**src/include/nco_pkg.sv**
```systemverilog
// Shared constants and types of the waveform generator core.
// Assumes a single core clock; serial pins are synchronous to it.
package nco_pkg;

  // Widths of the data paths
  localparam int FREQ_W  = 28;
  localparam int HALF_W  = 14;
  localparam int PHASE_W = 12;
  localparam int WORD_W  = 16;
  localparam int CODE_W  = 10;
  localparam int TABLE_W = 4;

  // Address tags in the two top bits of a serial word
  localparam logic [1:0] TAG_CONTROL = 2'h0;
  localparam logic [1:0] TAG_FREQ_A  = 2'h1;
  localparam logic [1:0] TAG_FREQ_B  = 2'h2;
  localparam logic [1:0] TAG_PHASE   = 2'h3;

  // Control word bit positions inside the 14-bit body
  localparam int CTL_FULL_POS   = 13;
  localparam int CTL_HALF_POS   = 12;
  localparam int CTL_FSEL_POS   = 11;
  localparam int CTL_PSEL_POS   = 10;
  localparam int CTL_RESET_POS  = 8;
  localparam int CTL_CSTOP_POS  = 7;
  localparam int CTL_CONV_POS   = 6;
  localparam int CTL_BITEN_POS  = 5;
  localparam int CTL_HALVE_POS  = 3;
  localparam int CTL_MODE_POS   = 1;
  localparam int PHASE_SEL_POS  = 13;

  // Serial framing
  localparam int          BIT_CNT_W  = 5;
  localparam logic [4:0]  FRAME_BITS = 5'h10;

  // Output levels and wake latency
  localparam logic [9:0] MIDSCALE    = 10'h200;
  localparam logic [3:0] WAKE_CYCLES = 4'h8;
  localparam logic [3:0] WAKE_LAST   = WAKE_CYCLES - 4'h1;

  typedef struct packed {
    logic [1:0]        tag;
    logic [HALF_W-1:0] body;
  } serial_word_t;

  typedef struct packed {
    logic full_word_load;
    logic half_select;
    logic freq_select;
    logic phase_select;
    logic nco_reset;
    logic clock_stop;
    logic converter_off;
    logic bit_output_enable;
    logic halving_select;
    logic tri_mode;
  } ctl_t;

  localparam ctl_t CTL_RESET = '0;

  typedef struct packed {
    logic              converter_on;
    logic              bit_on_pin;
    logic              pin_bit;
    logic [CODE_W-1:0] dac_code;
  } wave_out_t;

endpackage

```
**src/design/nco_waveform_register_control.sv**
```systemverilog
// Waveform generator core: serial register load, NCO and output select.
// Assumes serial pins synchronous to core_clk_i, which is the reference.
`timescale 1ns/1ps
module nco_waveform_register_control
  import nco_pkg::*;
(
  input  wire logic core_clk_i,
  input  wire logic reset_i,
  input  wire logic serial_clk_i,
  input  wire logic serial_data_in_i,
  input  wire logic frame_sync_n_i,
  output wave_out_t wave_out_o
);

  // Received word strobe
  logic         word_valid;
  serial_word_t word;

  // Programmed state
  ctl_t               ctl;
  logic [FREQ_W-1:0]  freq_word_a;
  logic [FREQ_W-1:0]  freq_word_b;
  logic [PHASE_W-1:0] phase_offset_a;
  logic [PHASE_W-1:0] phase_offset_b;

  // Full-word staging
  logic               pend_valid;
  logic               pend_sel_b;
  logic [HALF_W-1:0]  pend_low;

  // Accumulator path
  logic [FREQ_W-1:0]  selected_freq_value;
  logic [PHASE_W-1:0] selected_phase_value;
  logic [FREQ_W-1:0]  phase_acc;
  logic [PHASE_W-1:0] phase_sum;
  logic [CODE_W-1:0]  sine_code;
  logic [CODE_W-1:0]  tri_code;
  logic [CODE_W-1:0]  next_dac_code;
  logic [CODE_W-1:0]  dac_code;
  wave_out_t          next_wave_out;
  logic               msb_prev;
  logic               msb_half;
  logic [3:0]         wake_cnt;
  logic               run;
  logic               wake_done;

  // Word decode helpers
  logic is_ctl;
  logic is_freq;
  logic is_phase;
  logic freq_to_b;

  serial_word_rx u_rx (
    .core_clk_i       (core_clk_i),
    .reset_i          (reset_i),
    .serial_clk_i     (serial_clk_i),
    .serial_data_in_i (serial_data_in_i),
    .frame_sync_n_i   (frame_sync_n_i),
    .word_valid_o     (word_valid),
    .word_o           (word)
  );

  // Tag decode of each completed word
  assign is_ctl    = word_valid & (word.tag == TAG_CONTROL);
  assign is_phase  = word_valid & (word.tag == TAG_PHASE);
  assign is_freq   = word_valid & ((word.tag == TAG_FREQ_A)
                                 | (word.tag == TAG_FREQ_B));
  assign freq_to_b = (word.tag == TAG_FREQ_B);

  // Control register; never touched by the reset bit itself
  always_ff @(posedge core_clk_i or posedge reset_i) begin
    if (reset_i) begin
      ctl <= CTL_RESET;
    end else if (is_ctl) begin
      ctl.full_word_load    <= word.body[CTL_FULL_POS];
      ctl.half_select       <= word.body[CTL_HALF_POS];
      ctl.freq_select       <= word.body[CTL_FSEL_POS];
      ctl.phase_select      <= word.body[CTL_PSEL_POS];
      ctl.nco_reset         <= word.body[CTL_RESET_POS];
      ctl.clock_stop        <= word.body[CTL_CSTOP_POS];
      ctl.converter_off     <= word.body[CTL_CONV_POS];
      ctl.bit_output_enable <= word.body[CTL_BITEN_POS];
      ctl.halving_select    <= word.body[CTL_HALVE_POS];
      ctl.tri_mode          <= word.body[CTL_MODE_POS];
    end
  end

  // Staging for the low half of a full-word load. A control write or a
  // write to the other address restarts the pair, so a stray half can
  // never be merged into the wrong register.
  always_ff @(posedge core_clk_i or posedge reset_i) begin
    if (reset_i) begin
      pend_valid <= 1'b0;
      pend_sel_b <= 1'b0;
      pend_low   <= '0;
    end else if (is_ctl) begin
      pend_valid <= 1'b0;
    end else if (is_freq && ctl.full_word_load) begin
      if (pend_valid && (pend_sel_b == freq_to_b)) begin
        pend_valid <= 1'b0;
      end else begin
        pend_valid <= 1'b1;
        pend_sel_b <= freq_to_b;
        pend_low   <= word.body;
      end
    end
  end

  // Frequency word a: whole word on the second half, or one half alone
  always_ff @(posedge core_clk_i or posedge reset_i) begin
    if (reset_i) begin
      freq_word_a <= '0;
    end else if (is_freq && !freq_to_b) begin
      if (ctl.full_word_load) begin
        if (pend_valid && !pend_sel_b) begin
          freq_word_a <= {word.body, pend_low};
        end
      end else if (ctl.half_select) begin
        freq_word_a[FREQ_W-1:HALF_W] <= word.body;
      end else begin
        freq_word_a[HALF_W-1:0] <= word.body;
      end
    end
  end

  // Frequency word b, same loading scheme
  always_ff @(posedge core_clk_i or posedge reset_i) begin
    if (reset_i) begin
      freq_word_b <= '0;
    end else if (is_freq && freq_to_b) begin
      if (ctl.full_word_load) begin
        if (pend_valid && pend_sel_b) begin
          freq_word_b <= {word.body, pend_low};
        end
      end else if (ctl.half_select) begin
        freq_word_b[FREQ_W-1:HALF_W] <= word.body;
      end else begin
        freq_word_b[HALF_W-1:0] <= word.body;
      end
    end
  end

  // Phase offsets; body bit 12 is a don't-care
  always_ff @(posedge core_clk_i or posedge reset_i) begin
    if (reset_i) begin
      phase_offset_a <= '0;
      phase_offset_b <= '0;
    end else if (is_phase) begin
      if (word.body[PHASE_SEL_POS]) begin
        phase_offset_b <= word.body[PHASE_W-1:0];
      end else begin
        phase_offset_a <= word.body[PHASE_W-1:0];
      end
    end
  end

  // Selection follows the control bits at once, even while stopped
  assign selected_freq_value  = ctl.freq_select ? freq_word_b
                                                : freq_word_a;
  assign selected_phase_value = ctl.phase_select ? phase_offset_b
                                                 : phase_offset_a;

  // The internal clock is modelled as a run qualifier, not a gated clock,
  // so the register interface keeps working while the core sleeps.
  assign run       = ~ctl.clock_stop;
  assign wake_done = (wake_cnt == WAKE_LAST);

  // Accumulator: adding the word each cycle gives f = fref * word / 2^28
  always_ff @(posedge core_clk_i or posedge reset_i) begin
    if (reset_i) begin
      phase_acc <= '0;
    end else if (ctl.nco_reset) begin
      phase_acc <= '0;
    end else if (run) begin
      phase_acc <= phase_acc + selected_freq_value;
    end
  end

  // Top 12 accumulator bits plus offset: one step is 1/4096 cycle
  always_ff @(posedge core_clk_i or posedge reset_i) begin
    if (reset_i) begin
      phase_sum <= '0;
    end else if (ctl.nco_reset) begin
      phase_sum <= '0;
    end else if (run) begin
      phase_sum <= phase_acc[FREQ_W-1 -: PHASE_W]
                   + selected_phase_value;
    end
  end

  sine_table u_sine (
    .phase_i (phase_sum),
    .code_o  (sine_code)
  );

  // Triangle: fold the phase about its top bit
  always_comb begin
    if (phase_sum[PHASE_W-1]) begin
      tri_code = ~phase_sum[PHASE_W-2 -: CODE_W];
    end else begin
      tri_code = phase_sum[PHASE_W-2 -: CODE_W];
    end
  end

  // Mode picks table or triangle; bit output always uses the table, as
  // the mode bit must be low whenever bit output is enabled.
  always_comb begin
    if (ctl.tri_mode && !ctl.bit_output_enable) begin
      next_dac_code = tri_code;
    end else begin
      next_dac_code = sine_code;
    end
  end

  // Converter data register
  always_ff @(posedge core_clk_i or posedge reset_i) begin
    if (reset_i) begin
      dac_code <= MIDSCALE;
    end else if (ctl.nco_reset) begin
      dac_code <= MIDSCALE;
    end else if (run) begin
      dac_code <= next_dac_code;
    end
  end

  // Wake counter: counts run cycles after the reset bit falls
  always_ff @(posedge core_clk_i or posedge reset_i) begin
    if (reset_i) begin
      wake_cnt <= '0;
    end else if (ctl.nco_reset) begin
      wake_cnt <= '0;
    end else if (run && !wake_done) begin
      wake_cnt <= wake_cnt + 4'h1;
    end
  end

  // Halved MSB: toggles on each rising edge of the converter MSB
  always_ff @(posedge core_clk_i or posedge reset_i) begin
    if (reset_i) begin
      msb_prev <= 1'b0;
      msb_half <= 1'b0;
    end else if (ctl.nco_reset) begin
      msb_prev <= 1'b0;
      msb_half <= 1'b0;
    end else if (run) begin
      msb_prev <= dac_code[CODE_W-1];
      if (dac_code[CODE_W-1] && !msb_prev) begin
        msb_half <= ~msb_half;
      end
    end
  end

  // Next output word. Midscale until the wake count is reached; a stopped
  // clock freezes code and bit unless the reset bit is set, while pin source and converter power
  // still follow the control bits one edge later.
  always_comb begin
    next_wave_out              = wave_out_o;
    next_wave_out.converter_on = ~ctl.converter_off;
    next_wave_out.bit_on_pin   = ctl.bit_output_enable;
    if (ctl.nco_reset) begin
      next_wave_out.dac_code = MIDSCALE;
      next_wave_out.pin_bit  = 1'b0;
    end else if (run && wake_done) begin
      next_wave_out.dac_code = dac_code;
      next_wave_out.pin_bit  = ctl.halving_select ? dac_code[CODE_W-1]
                                                  : msb_half;
    end else if (run) begin
      next_wave_out.dac_code = MIDSCALE;
      next_wave_out.pin_bit  = 1'b0;
    end
  end

  // Output register; one process drives the whole port so the struct
  // fields never end up with separate drivers.
  always_ff @(posedge core_clk_i or posedge reset_i) begin
    if (reset_i) begin
      wave_out_o.converter_on <= 1'b1;
      wave_out_o.bit_on_pin   <= 1'b0;
      wave_out_o.pin_bit      <= 1'b0;
      wave_out_o.dac_code     <= MIDSCALE;
    end else begin
      wave_out_o <= next_wave_out;
    end
  end

endmodule

```
**src/design/serial_word_rx.sv**
```systemverilog
// Serial word receiver: shifts 16 bits, MSB first, on falling edges.
// Assumes serial clock and data are synchronous to the core clock.
`timescale 1ns/1ps
module serial_word_rx
  import nco_pkg::*;
(
  input  wire logic   core_clk_i,
  input  wire logic   reset_i,
  input  wire logic   serial_clk_i,
  input  wire logic   serial_data_in_i,
  input  wire logic   frame_sync_n_i,
  output logic        word_valid_o,
  output serial_word_t word_o
);

  logic                 sclk_prev;
  logic [BIT_CNT_W-1:0] bit_cnt;
  logic [WORD_W-1:0]    shift;
  logic                 sample;

  // Falling edge of the serial clock inside an open frame
  assign sample = sclk_prev & ~serial_clk_i & ~frame_sync_n_i
                  & (bit_cnt != FRAME_BITS);

  always_ff @(posedge core_clk_i or posedge reset_i) begin
    if (reset_i) begin
      sclk_prev <= 1'b0;
    end else begin
      sclk_prev <= serial_clk_i;
    end
  end

  // Extra edges after the sixteenth are ignored until the frame closes
  always_ff @(posedge core_clk_i or posedge reset_i) begin
    if (reset_i) begin
      bit_cnt <= '0;
      shift   <= '0;
    end else if (frame_sync_n_i) begin
      bit_cnt <= '0;
    end else if (sample) begin
      bit_cnt <= bit_cnt + 5'h01;
      shift   <= {shift[WORD_W-2:0], serial_data_in_i};
    end
  end

  // One-cycle strobe with the completed word
  always_ff @(posedge core_clk_i or posedge reset_i) begin
    if (reset_i) begin
      word_valid_o <= 1'b0;
      word_o       <= '0;
    end else begin
      word_valid_o <= sample & (bit_cnt == FRAME_BITS - 5'h01);
      if (sample) begin
        word_o <= {shift[WORD_W-2:0], serial_data_in_i};
      end
    end
  end

endmodule

```
**src/design/sine_table.sv**
```systemverilog
// Sine lookup: phase to offset-binary 10-bit converter code.
// Quarter-wave table of 16 entries; coarse, mirrored by quadrant.
`timescale 1ns/1ps
module sine_table
  import nco_pkg::*;
(
  input  wire logic [PHASE_W-1:0] phase_i,
  output logic      [CODE_W-1:0]  code_o
);

  localparam logic [9:0] QUARTER [0:15] = '{
    10'h019, 10'h04B, 10'h07C, 10'h0AC, 10'h0DA, 10'h107, 10'h130,
    10'h157, 10'h17A, 10'h19A, 10'h1B6, 10'h1CE, 10'h1E1, 10'h1F0,
    10'h1F9, 10'h1FE};

  logic [TABLE_W-1:0] idx;
  logic [9:0]         mag;

  // Second and fourth quadrants read the table backwards
  always_comb begin
    idx = phase_i[PHASE_W-3 -: TABLE_W];
    if (phase_i[PHASE_W-2]) begin
      idx = ~idx;
    end
    mag = QUARTER[idx];
    if (phase_i[PHASE_W-1]) begin
      code_o = MIDSCALE - 10'h001 - mag;
    end else begin
      code_o = MIDSCALE + mag;
    end
  end

endmodule

```
**config.mk**
```make
export PLATFORM = sky130hd
export DESIGN_NAME = nco_waveform_register_control
export DESIGN_NICKNAME = d
export VERILOG_FILES = /design/src/include/nco_pkg.sv /design/src/design/nco_waveform_register_control.sv /design/src/design/serial_word_rx.sv /design/src/design/sine_table.sv
export SDC_FILE = /design/constraint.sdc
export NUM_CORES = 1
export LEC_CHECK = 0
export BUFFER_PORTS_ARGS = -buffer_cell sky130_fd_sc_hd__buf_2
export CELL_PAD_IN_SITES_DETAIL_PLACEMENT = 1
export CELL_PAD_IN_SITES_GLOBAL_PLACEMENT = 1
export CORE_AREA = 3 3 168 203
export CTS_CLUSTER_DIAMETER = 60
export DETAILED_ROUTE_END_ITERATION = 8
export DIE_AREA = 0 0 171 206
export PLACE_DENSITY = 0.71
export SYNTH_ARGS = -nofsm -noshare
export SYNTH_HDL_FRONTEND = slang
export SYNTH_SLANG_ARGS = --single-unit
```
**constraint.sdc**
```tcl
create_clock -name core_clk_i -period 6.3 [get_ports core_clk_i]
set_input_delay 0.945 -clock core_clk_i [delete_from_list [all_inputs] [get_ports core_clk_i]]
set_output_delay 0.945 -clock core_clk_i [all_outputs]
set_load 0.1 [all_outputs]
```
# After elaboration in Yosys (flattened, before gate mapping)
# Memories as Yosys holds them, arrays and structs flattened.
# Index checks and enable logic that the tools add are counted.
[word_totals] ff_bits=213 rom_bits=160 input_bits=5 output_inout_bits=13 word_cells=140 mem_count=1
[mem_list] name="(no name shown)" words=16 width=10 read_ports=1 rd_ports_with_merged_regs=0 wr=0 line_no="sine_table.sv:25" rtl="mag = QUARTER[idx];"
[op_classes] addsub=6 n_lt_le_gt_ge=1 n_eq_ne=12 muxes=36 bitwise=19 n_reduce_logical=30
[ops] operator="2-to-1 mux 28 bit" n=7
[ops] operator="2-to-1 mux 10 bit" n=7
[ops] operator="2-to-1 mux 12 bit" n=3
[ops] operator="2-to-1 mux 11 bit" n=3
[ops] operator="adder 28 bit" n=1
[ops] operator="2-to-1 mux 14 bit" n=2
[ops] operator="AND reduction 3 bit" n=5
[ops] operator="adder 12 bit" n=1
[ops] operator="2-to-1 mux 4 bit" n=3
[ops] operator="adder 10 bit (first input constant)" n=1
[ops] operator="logical AND 1 bit" n=10
[ops] operator="2-to-1 mux 5 bit" n=2
[ops] operator="NOT 10 bit" n=1
[ops] operator="nonzero test 2 bit" n=5
[ops] operator="subtractor 9 x 10 -> 10 bit (first input constant)" n=1
[ops] operator="2-to-1 mux 1 bit" n=9
[ops] operator="!= test 2 x 1 -> 1 bit (second input constant)" n=4
[ops] operator="NOT 1 bit" n=8
[ops] operator="AND reduction 2 bit" n=4
[ops] operator="AND 1 bit" n=7
[ops] operator="adder 5 x 1 -> 5 bit (second input constant)" n=1
[ops] operator="equality test 5 x 4 -> 1 bit (second input constant)" n=1
[ops] operator="greater-or-equal comparator 5 bit (second input constant)" n=1
[ops] operator="zero test 1 bit" n=5
[ops] operator="other kinds (11)" n=12

# Longest topological paths before layout
# Gate-level depths: netlist of the first run.
[depth] ltp_word=11 mapped_depth=13 mapped_depth_nobuf=10

# Hierarchy
# A second synthesis of the first run with hierarchy kept.
[hier_totals] hier_cells=1045 area_unflattened_um2=11608.6
[modules_own_cells] module="nco_waveform_register_control" n_inst=1 cells_per_inst=854 area_each_um2=9285.2 seq_area_each_um2=4383.0
[modules_own_cells] module="serial_word_rx" n_inst=1 cells_per_inst=102 area_each_um2=1667.8 seq_area_each_um2=950.9
[modules_own_cells] module="sine_table" n_inst=1 cells_per_inst=89 area_each_um2=655.6 seq_area_each_um2=0.0

# Worst setup path after synthesis of the first run
# No wires, ideal clock.
[synth_path] path_kind="reg2reg" from="register ctl[7] in the netlist's numbering" to="register phase_acc[22]" setup_ns=0.122 t_arrival_ns=3.138 t_required_ns=6.178 setup_slack_ns=3.040 stages_incl_launch_ff=13 path_buffers=3 synth_period_minus_slack_ns=3.260 path_cell_list="dfrtp_1 clkbuf_1 buf_1 mux2_2 ha_1 buf_2 and2_1 and4_1 a2bb2oi_1 a21boi_1 a21oi_1 or3_1 a32o_1"
[synth_between] elab_chain_cells=4
[synth_rtl] item="start, declared" line_no="nco_waveform_register_control.sv:20" rtl="ctl_t ctl;"
[synth_rtl] item="2-to-1 mux 28 bit" line_no="nco_waveform_register_control.sv:158" rtl="assign selected_freq_value = ctl.freq_select ? freq_word_b"
[synth_rtl] item="adder 28 bit" line_no="nco_waveform_register_control.sv:175" rtl="phase_acc <= phase_acc + selected_freq_value;"
[synth_rtl] item="2-to-1 mux 28 bit" line_no="nco_waveform_register_control.sv:174" rtl="end else if (run) begin"
[synth_rtl] item="2-to-1 mux 28 bit" line_no="nco_waveform_register_control.sv:172" rtl="end else if (ctl.nco_reset) begin"
[synth_rtl] item="end signal, assigned" line_no="nco_waveform_register_control.sv:175"
[synth_rtl] item="end, declared" line_no="nco_waveform_register_control.sv:34" rtl="logic [FREQ_W-1:0] phase_acc;"
# No other way between the ends. The select of a mux whose other input is x is not followed.
# A chain may end at the register's enable or synchronous reset.

# Final worst setup path of the first run
# Ends and elaborated chain as after synthesis.

==> results.json, run 1 <==
{
  "rsz0062_at_grt": "false",
  "finalHoldViolCount": 0,
  "finalCritPeriodShare_pct": 59.2,
  "synthesis.nets": 1165,
  "route.detailed.drc": 0,
  "crit_type": "register to register",
  "required_ns": 6.74,
  "grt_pass1_wl_um": 45700,
  "core-area_sq_um": 32300,
  "die_area_sq_um": 35200,
  "num_rows": 72,
  "p_int_mw": 2.46,
  "antenna_found_initial": 0,
  "syn_area_sq_um": 11300,
  "avgViaCountPerCell": 5.34,
  "clock_latency_ns": 0.56,
  "numCtsBuffers": 27,
  "postSynthAreaPerCell_sq_um": 10.2,
  "first_iter_violations": 415,
  "cts_root_buf": "clkbuf_16",
  "switching_power_mw": 0.773,
  "pwr-share-clk_pct": 52.6,
  "synth_edf_count": 0,
  "hpwl_um": 19100,
  "initial_utilization_pct": 35.0,
  "maxSlewViolCount": 0,
  "sw_frac_of_total_pct": 23.9,
  "die_y_um": 206,
  "ant_nets": 0,
  "endpoint_kind": "register",
  "final_cell_mix": "dfrtp_1, nand2_1, mux2_2",
  "cp-start-kind": "register",
  "max_freq_mhz": 268,
  "cts_resized": 0,
  "p_per_area_nw_per_um2": 253,
  "synth_cells": 1108,
  "worst_slew_pin_slew_ns": 1.11,
  "cp_max_fo": 22,
  "sequentialPowerShare_pct": 45.0,
  "grt_max_degree": 114,
  "grt.overflow.total": 0,
  "cts_setup_buffers": 0,
  "hold_buffers": 0,
  "ys_types": 61,
  "dp.cells": 1488,
  "synth-seq-cells": 212,
  "synth_warnings": 0,
  "final_common_cell": "dfrtp_1",
  "io_buffers": 17,
  "layout-area-overhead-vs-synth_pct": 13.1,
  "htreeDepth": 1,
  "finalPower_mw": 3.23,
  "cts_tree": "built",
  "first_global_vias": 8535,
  "ir_drop_mv": 0.164,
  "io_pins": 18,
  "cts_sinks": 212,
  "gp_congestion": 0.848,
  "comb_power_share_pct": 2.5,
  "status": "finished, final reports clean",
  "cts.clk_slew.worst_paths_ns": 0.06,
  "hold_class": "register to register",
  "fin_util_pct": 39.5,
  "die-width_um": 171,
  "track_usage_pct": 16.0,
  "drt-total-wl_um": 28100,
  "num-nets-final": 1167,
  "firstDrtPassIters": 4,
  "synthFlopType": "dfrtp_1",
  "fin_cells": 1537,
  "routedWlPerCell_um": 18.3,
  "setup_viol": 0,
  "crit_arrival_ns": 4.17,
  "tns_ns": 0,
  "power.leakage_nw": 6.05,
  "ys_async_sr_fraction_pct": 100,
  "synth-seq-area-share_pct": 47.1,
  "maxCapViolCount": 0,
  "diodes": 0,
  "drive_gt1_share_pct": 18.9,
  "clock_path_buffers": 3,
  "slew_headroom_pct": 25.7,
  "min_period_ns": 3.73,
  "num_vias": 8211,
  "fin_worst_skew_ns": 0.0286
}
layer usage:
| layer | global-route usage, % | part of all wire (%) | up-vias |
|---|---|---|---|
| met5 | 0 | 0 | - |
| met3 | 1.95 | 2.9 | 42 |
| li1 | - | - | 3927 |
| met1 | 20.9 | 46 | 4150 |
| met2 | 27.9 | 49 | 92 |
| met4 | 4.63 | 2.4 | 0 |
Yosys cell counts (all sizes together) (4+ instances only):
cell type	count	area, sq um
o211ai	9	67.6
o21ai	72	364
ha	50	626
or3	10	62.6
nor2	55	206
o21bai	4	30.0
a211o	4	35.0
or2	4	25.0
nor2b	8	50.1
xnor2	27	236
a211oi	16	125
nand3b	8	60.1
mux2	117	1320
buf	18	81.3
inv	21	78.8
a22o	8	70.1
nor4	6	37.5
clkbuf	37	139
nand4	7	43.8
nor3	9	45.0
xor2	18	158
and2	6	37.5
nand2b	15	93.8
o21a	6	45.0
dfrtp	209	5230
mux2i	29	290
a22oi	4	30.0
nand3	16	80.1
a31oi	5	31.3
a21oi	68	340
nand2	183	687
and3	11	68.8
a21o	10	75.1
path summary, 6_finish.rpt:
kind	startpoint	cells after the start	slack, ns	endpoint
worst max-delay path	ctl[7]	10	2.57	phase_acc[22]
worst min-delay path	ctl[3]	1	0.40	wave_out_o[12]
worst max register to register	ctl[7]	10	2.57	phase_acc[22]
worst min register to register	ctl[3]	1	0.40	wave_out_o[12]
max in group asynchronous	reset_i	3	4.49	phase_acc[4]
min in group asynchronous	reset_i	2	0.41	u_rx.shift[12]
area by class of cell:
cell class              instances  area (sq um)
well taps                     407           509
fillers                      3572         19500
flip-flops and latches        212          5310
repair buffers                 28           180
inverters                      21          82.6
clock buffers                  30           717
multi-input cells             820          5680
clock inverters                19           273
logic make-up (layout without fill, tap and decap cells):
| logic type | after synthesis | after routing | share of synthesized area [%] |
|---|---|---|---|
| AO/OA/AOI/OAI | 233 | 233 | 12.9 |
| AND/OR/NAND/NOR | 344 | 344 | 13.7 |
| XOR/XNOR | 45 | 45 | 3.50 |
| multiplexers | 146 | 146 | 14.3 |
| flip-flops | 212 | 212 | 47.1 |
| adder cells (fa/ha/maj) | 52 | 52 | 5.90 |
| buffers and inverters | 76 | 98 | 2.65 |
critical path: stages (launching register included):
cell,delay (ns)
dfrtp_1,0.99
mux2_2,0.43
ha_1,0.23
fa_1,0.43
a211oi_1,0.28
or2_2,0.18
o21ai_1,0.13
a21boi_1,0.26
a21oi_1,0.12
or3_1,0.32
a32o_1,0.25
metrics by stage:
stage	worst slack (ns)	area (sq um)	hold slack, ns
after CTS	2.56	12800	0.403
after detailed placement	2.55	11800	0.394
after floorplan	2.60	11300	0.355
after global routing	2.32	12800	0.421
final	2.57	12800	0.396
after global placement	2.58	11800	0.368
registers in the layout (all words and copies together) (netlist names):
register / count
phase_sum: 11
pend_sel_b: 1
freq_word_b: 28
pend_valid: 1
wake_cnt: 4
freq_word_a: 28
u_rx.shift: 15
dac_code: 10
u_rx.word_o: 16
phase_offset_a: 12
wave_out_o: 13
phase_acc: 28
u_rx.sclk_prev: 1
ctl: 10
pend_low: 14
msb_prev: 1
u_rx.word_valid_o: 1
u_rx.bit_cnt: 5
msb_half: 1
phase_offset_b: 12
power by group through the flow:
stage	sequential, mW	clock [mW]	combinational (mW)
after floorplan	1.44	0	0.0601
after global placement	1.48	0	0.0801
after detailed placement	1.48	0	0.0833
after CTS	1.45	1.74	0.0839
after global routing	1.46	1.80	0.0957
final	1.45	1.70	0.0797
(Power assumes the default switching activity.)
==> run 2, diff against run 1 <==
- ABC_AREA: unset -> 1
- CORE_AREA: 3 3 168 203 -> 3 3 171 206
- DIE_AREA: 0 0 171 206 -> 0 0 174 209
- clock period: 6.3 -> 3.5 ns (I/O delays scaled with it)
==> results.json, run 2 <==
{
  "status": "finished, final reports clean",
  "finalCritPeriodShare_pct": 74.5,
  "fillers": 4125,
  "hold_buffers": 0,
  "dr.max_layer_used": "met4",
  "rsz0062_at_grt": "false",
  "synth_warnings": 0,
  "required_ns": 3.95,
  "cp_num_cells": 12,
  "min_period_ns": 2.61,
  "tns_ns": 0,
  "io_pins": 18,
  "ir_drop_mv": 0.267,
  "routedWlPerCell_um": 16.7,
  "cp-start-kind": "register",
  "synthFlopType": "dfrtp_1",
  "cts_setup_buffers": 0,
  "track_usage_pct": 18.2,
  "postSynthAreaPerCell_sq_um": 7.69,
  "cp_cell_sequence": "buf_12 > o21ai_0 > ha_1 > nand2_1 > nor2_1 > nand3_1 > nand3_1 > nand2_1 > nand2_1 > nand2_1 > nand2_1 > o21ai_1",
  "cts_root_buf": "clkbuf_16",
  "num-nets-final": 1580,
  "die-width_um": 174,
  "endpoint_kind": "register",
  "p_per_area_nw_per_um2": 451,
  "num_vias": 9782,
  "gp_congestion": 0.893,
  "yosysMostFrequentCell": "nand2_1",
  "crit_type": "register to register",
  "r2r_cells": 12,
  "core-area_sq_um": 33200,
  "cts_resized": 0,
  "clock_latency_ns": 0.57,
  "path_common_cell": "nand2_1",
  "setup_viol": 0,
  "cp_slowest_stage_delay_ns": 0.42,
  "final_cell_mix": "nand2_1, dfrtp_1, inv_1",
  "drive_gt1_share_pct": 8.12,
  "htreeDepth": 1,
  "cts_tree": "built",
  "first_global_vias": 10247,
  "die_area_sq_um": 36400,
  "initial_utilization_pct": 34.9,
  "cp_slowest_cell": "dfrtp_1",
  "die_y_um": 209,
  "wl_met2_um": 16000,
  "synth-seq-area-share_pct": 45.7,
  "max_freq_mhz": 383,
  "finalPower_mw": 5.91,
  "met1_length_um": 15200,
  "maxCapViolCount": 0,
  "crit-reg2reg-capture": "phase_acc[17]",
  "fin_worst_skew_ns": 0.0310,
  "synth_edf_count": 0,
  "largestRegisters": "freq_word_a: 28 flops, freq_word_b: 28 flops, phase_acc: 28 flops",
  "crit_buf_inv": 1,
  "layout-area-overhead-vs-synth_pct": 13.0,
  "cts.clk_slew.worst_paths_ns": 0.06,
  "hold_class": "primary input to asynchronous set/reset pin",
  "cp-endpoint": "phase_acc[17]",
  "grt_max_degree": 68,
  "synth_cells": 1510,
  "slew_headroom_pct": 16.1,
  "io_buffers": 17,
  "firstDrtPassIters": 5,
  "route.detailed.drc": 0,
  "maxSlewViolCount": 0,
  "grt_pass1_wl_um": 54300,
  "crit_arrival_ns": 3.06,
  "clock_path_buffers": 3,
  "antenna_found_initial": 0,
  "ys_async_sr_fraction_pct": 100,
  "syn_area_sq_um": 11600,
  "grt.overflow.total": 0,
  "finalHoldViolCount": 0,
  "ant_nets": 0,
  "drt-total-wl_um": 33100,
  "cts_sinks": 212,
  "synth_area_leaders": "dfrtp_1, nand2_1, o21ai_0",
  "power.leakage_nw": 6.66,
  "first_iter_violations": 545,
  "diodes": 0,
  "worst_slew_pin_slew_ns": 1.26,
  "critPathTopFamily": "simple AND/OR/NAND/NOR gates",
  "synth-seq-cells": 212,
  "rrSetupSlack_ns": 0.89,
  "numCtsBuffers": 27,
  "crit_start": "ctl[7]",
  "hpwl_um": 24100,
  "avgViaCountPerCell": 4.92,
  "synth_top_area_share_pct": 45.0,
  "dr_wl_met3_um": 867,
  "final_common_cell": "nand2_1",
  "num_rows": 73,
  "ys_types": 45,
  "yosysTopAreaCell": "dfrtp_1",
  "cp_max_fo": 42,
  "ys_top_cells_by_count": "nand2_1, dfrtp_1, inv_1",
  "synthesis.nets": 1567,
  "reg2reg_from": "ctl[7]"
}
## run 2: logic make-up (layout without fill, tap and decap cells)
logic type,Yosys count,count (layout),synth area share (%)
fa+ha+maj,52,52,5.73
compound gates,271,271,12.5
xor+xnor,11,11,0.894
simple gates,716,716,24.5
mux,27,27,2.94
buf+inv,221,251,7.72
flops,212,212,45.7
## run 2: worst register-to-register path, cell delays in order, from the launching register on
cell	delay, ns
dfrtp_1	0.42
buf_12	0.24
o21ai_0	0.25
ha_1	0.43
nand2_1	0.12
nor2_1	0.32
nand3_1	0.12
nand3_1	0.22
nand2_1	0.09
nand2_1	0.10
nand2_1	0.06
nand2_1	0.06
o21ai_1	0.07
## run 2: metrics by stage
| stage | hold WS (ns) | worst slack, ns | area (sq um) | utilization [%] | cells |
|---|---|---|---|---|---|
| after floorplan | 0.361 | 0.221 | 11600 | - | 1510 |
| after global placement | 0.376 | 0.933 | 12200 | 36.7 | 1944 |
| after detailed placement | 0.379 | 0.868 | 12200 | 36.7 | 1944 |
| final | 0.0500 | 0.892 | 13100 | 39.5 | 1990 |
| after global routing | 0.0671 | 0.638 | 13100 | 39.5 | 1990 |
| after CTS | 0.0416 | 0.858 | 13100 | 39.5 | 1990 |
## run 2: worst min path at each step
stage,from,to,slack [ns],cells after the start
floorplan,ctl[3],wave_out_o[12],0.36,1
global placement,ctl[3],wave_out_o[12],0.38,1
detailed placement,ctl[3],wave_out_o[12],0.38,1
CTS,reset_i,pend_low[6],0.04,2
global route,reset_i,pend_low[11],0.07,2
finish,reset_i,pend_low[11],0.05,2
## run 2: final cells by class
| cell class | instances | area [sq um] | share of cell area [%] |
|---|---|---|---|
| well taps | 450 | 563 | 4.29 |
| multi-input cells | 1077 | 5420 | 41.3 |
| flip-flops and latches | 212 | 5310 | 40.5 |
| clock buffers | 33 | 718 | 5.47 |
| inverters | 172 | 649 | 4.95 |
| repair buffers | 33 | 255 | 1.94 |
| clock inverters | 13 | 205 | 1.56 |
## run 2: power breakdown
group / leakage (nW) / switching [mW] / internal [mW]
Combinational: 3.31 / 0.333 / 0.0954
Clock: 0.450 / 1.13 / 1.76
Sequential: 2.90 / 0.0464 / 2.54
## run 2: layer usage
metal / up-vias / global-route usage [%]
met5: - / 0
met4: 0 / 5.91
met3: 56 / 2.07
met2: 105 / 31.6
met1: 4774 / 23.8
li1: 4847 / -
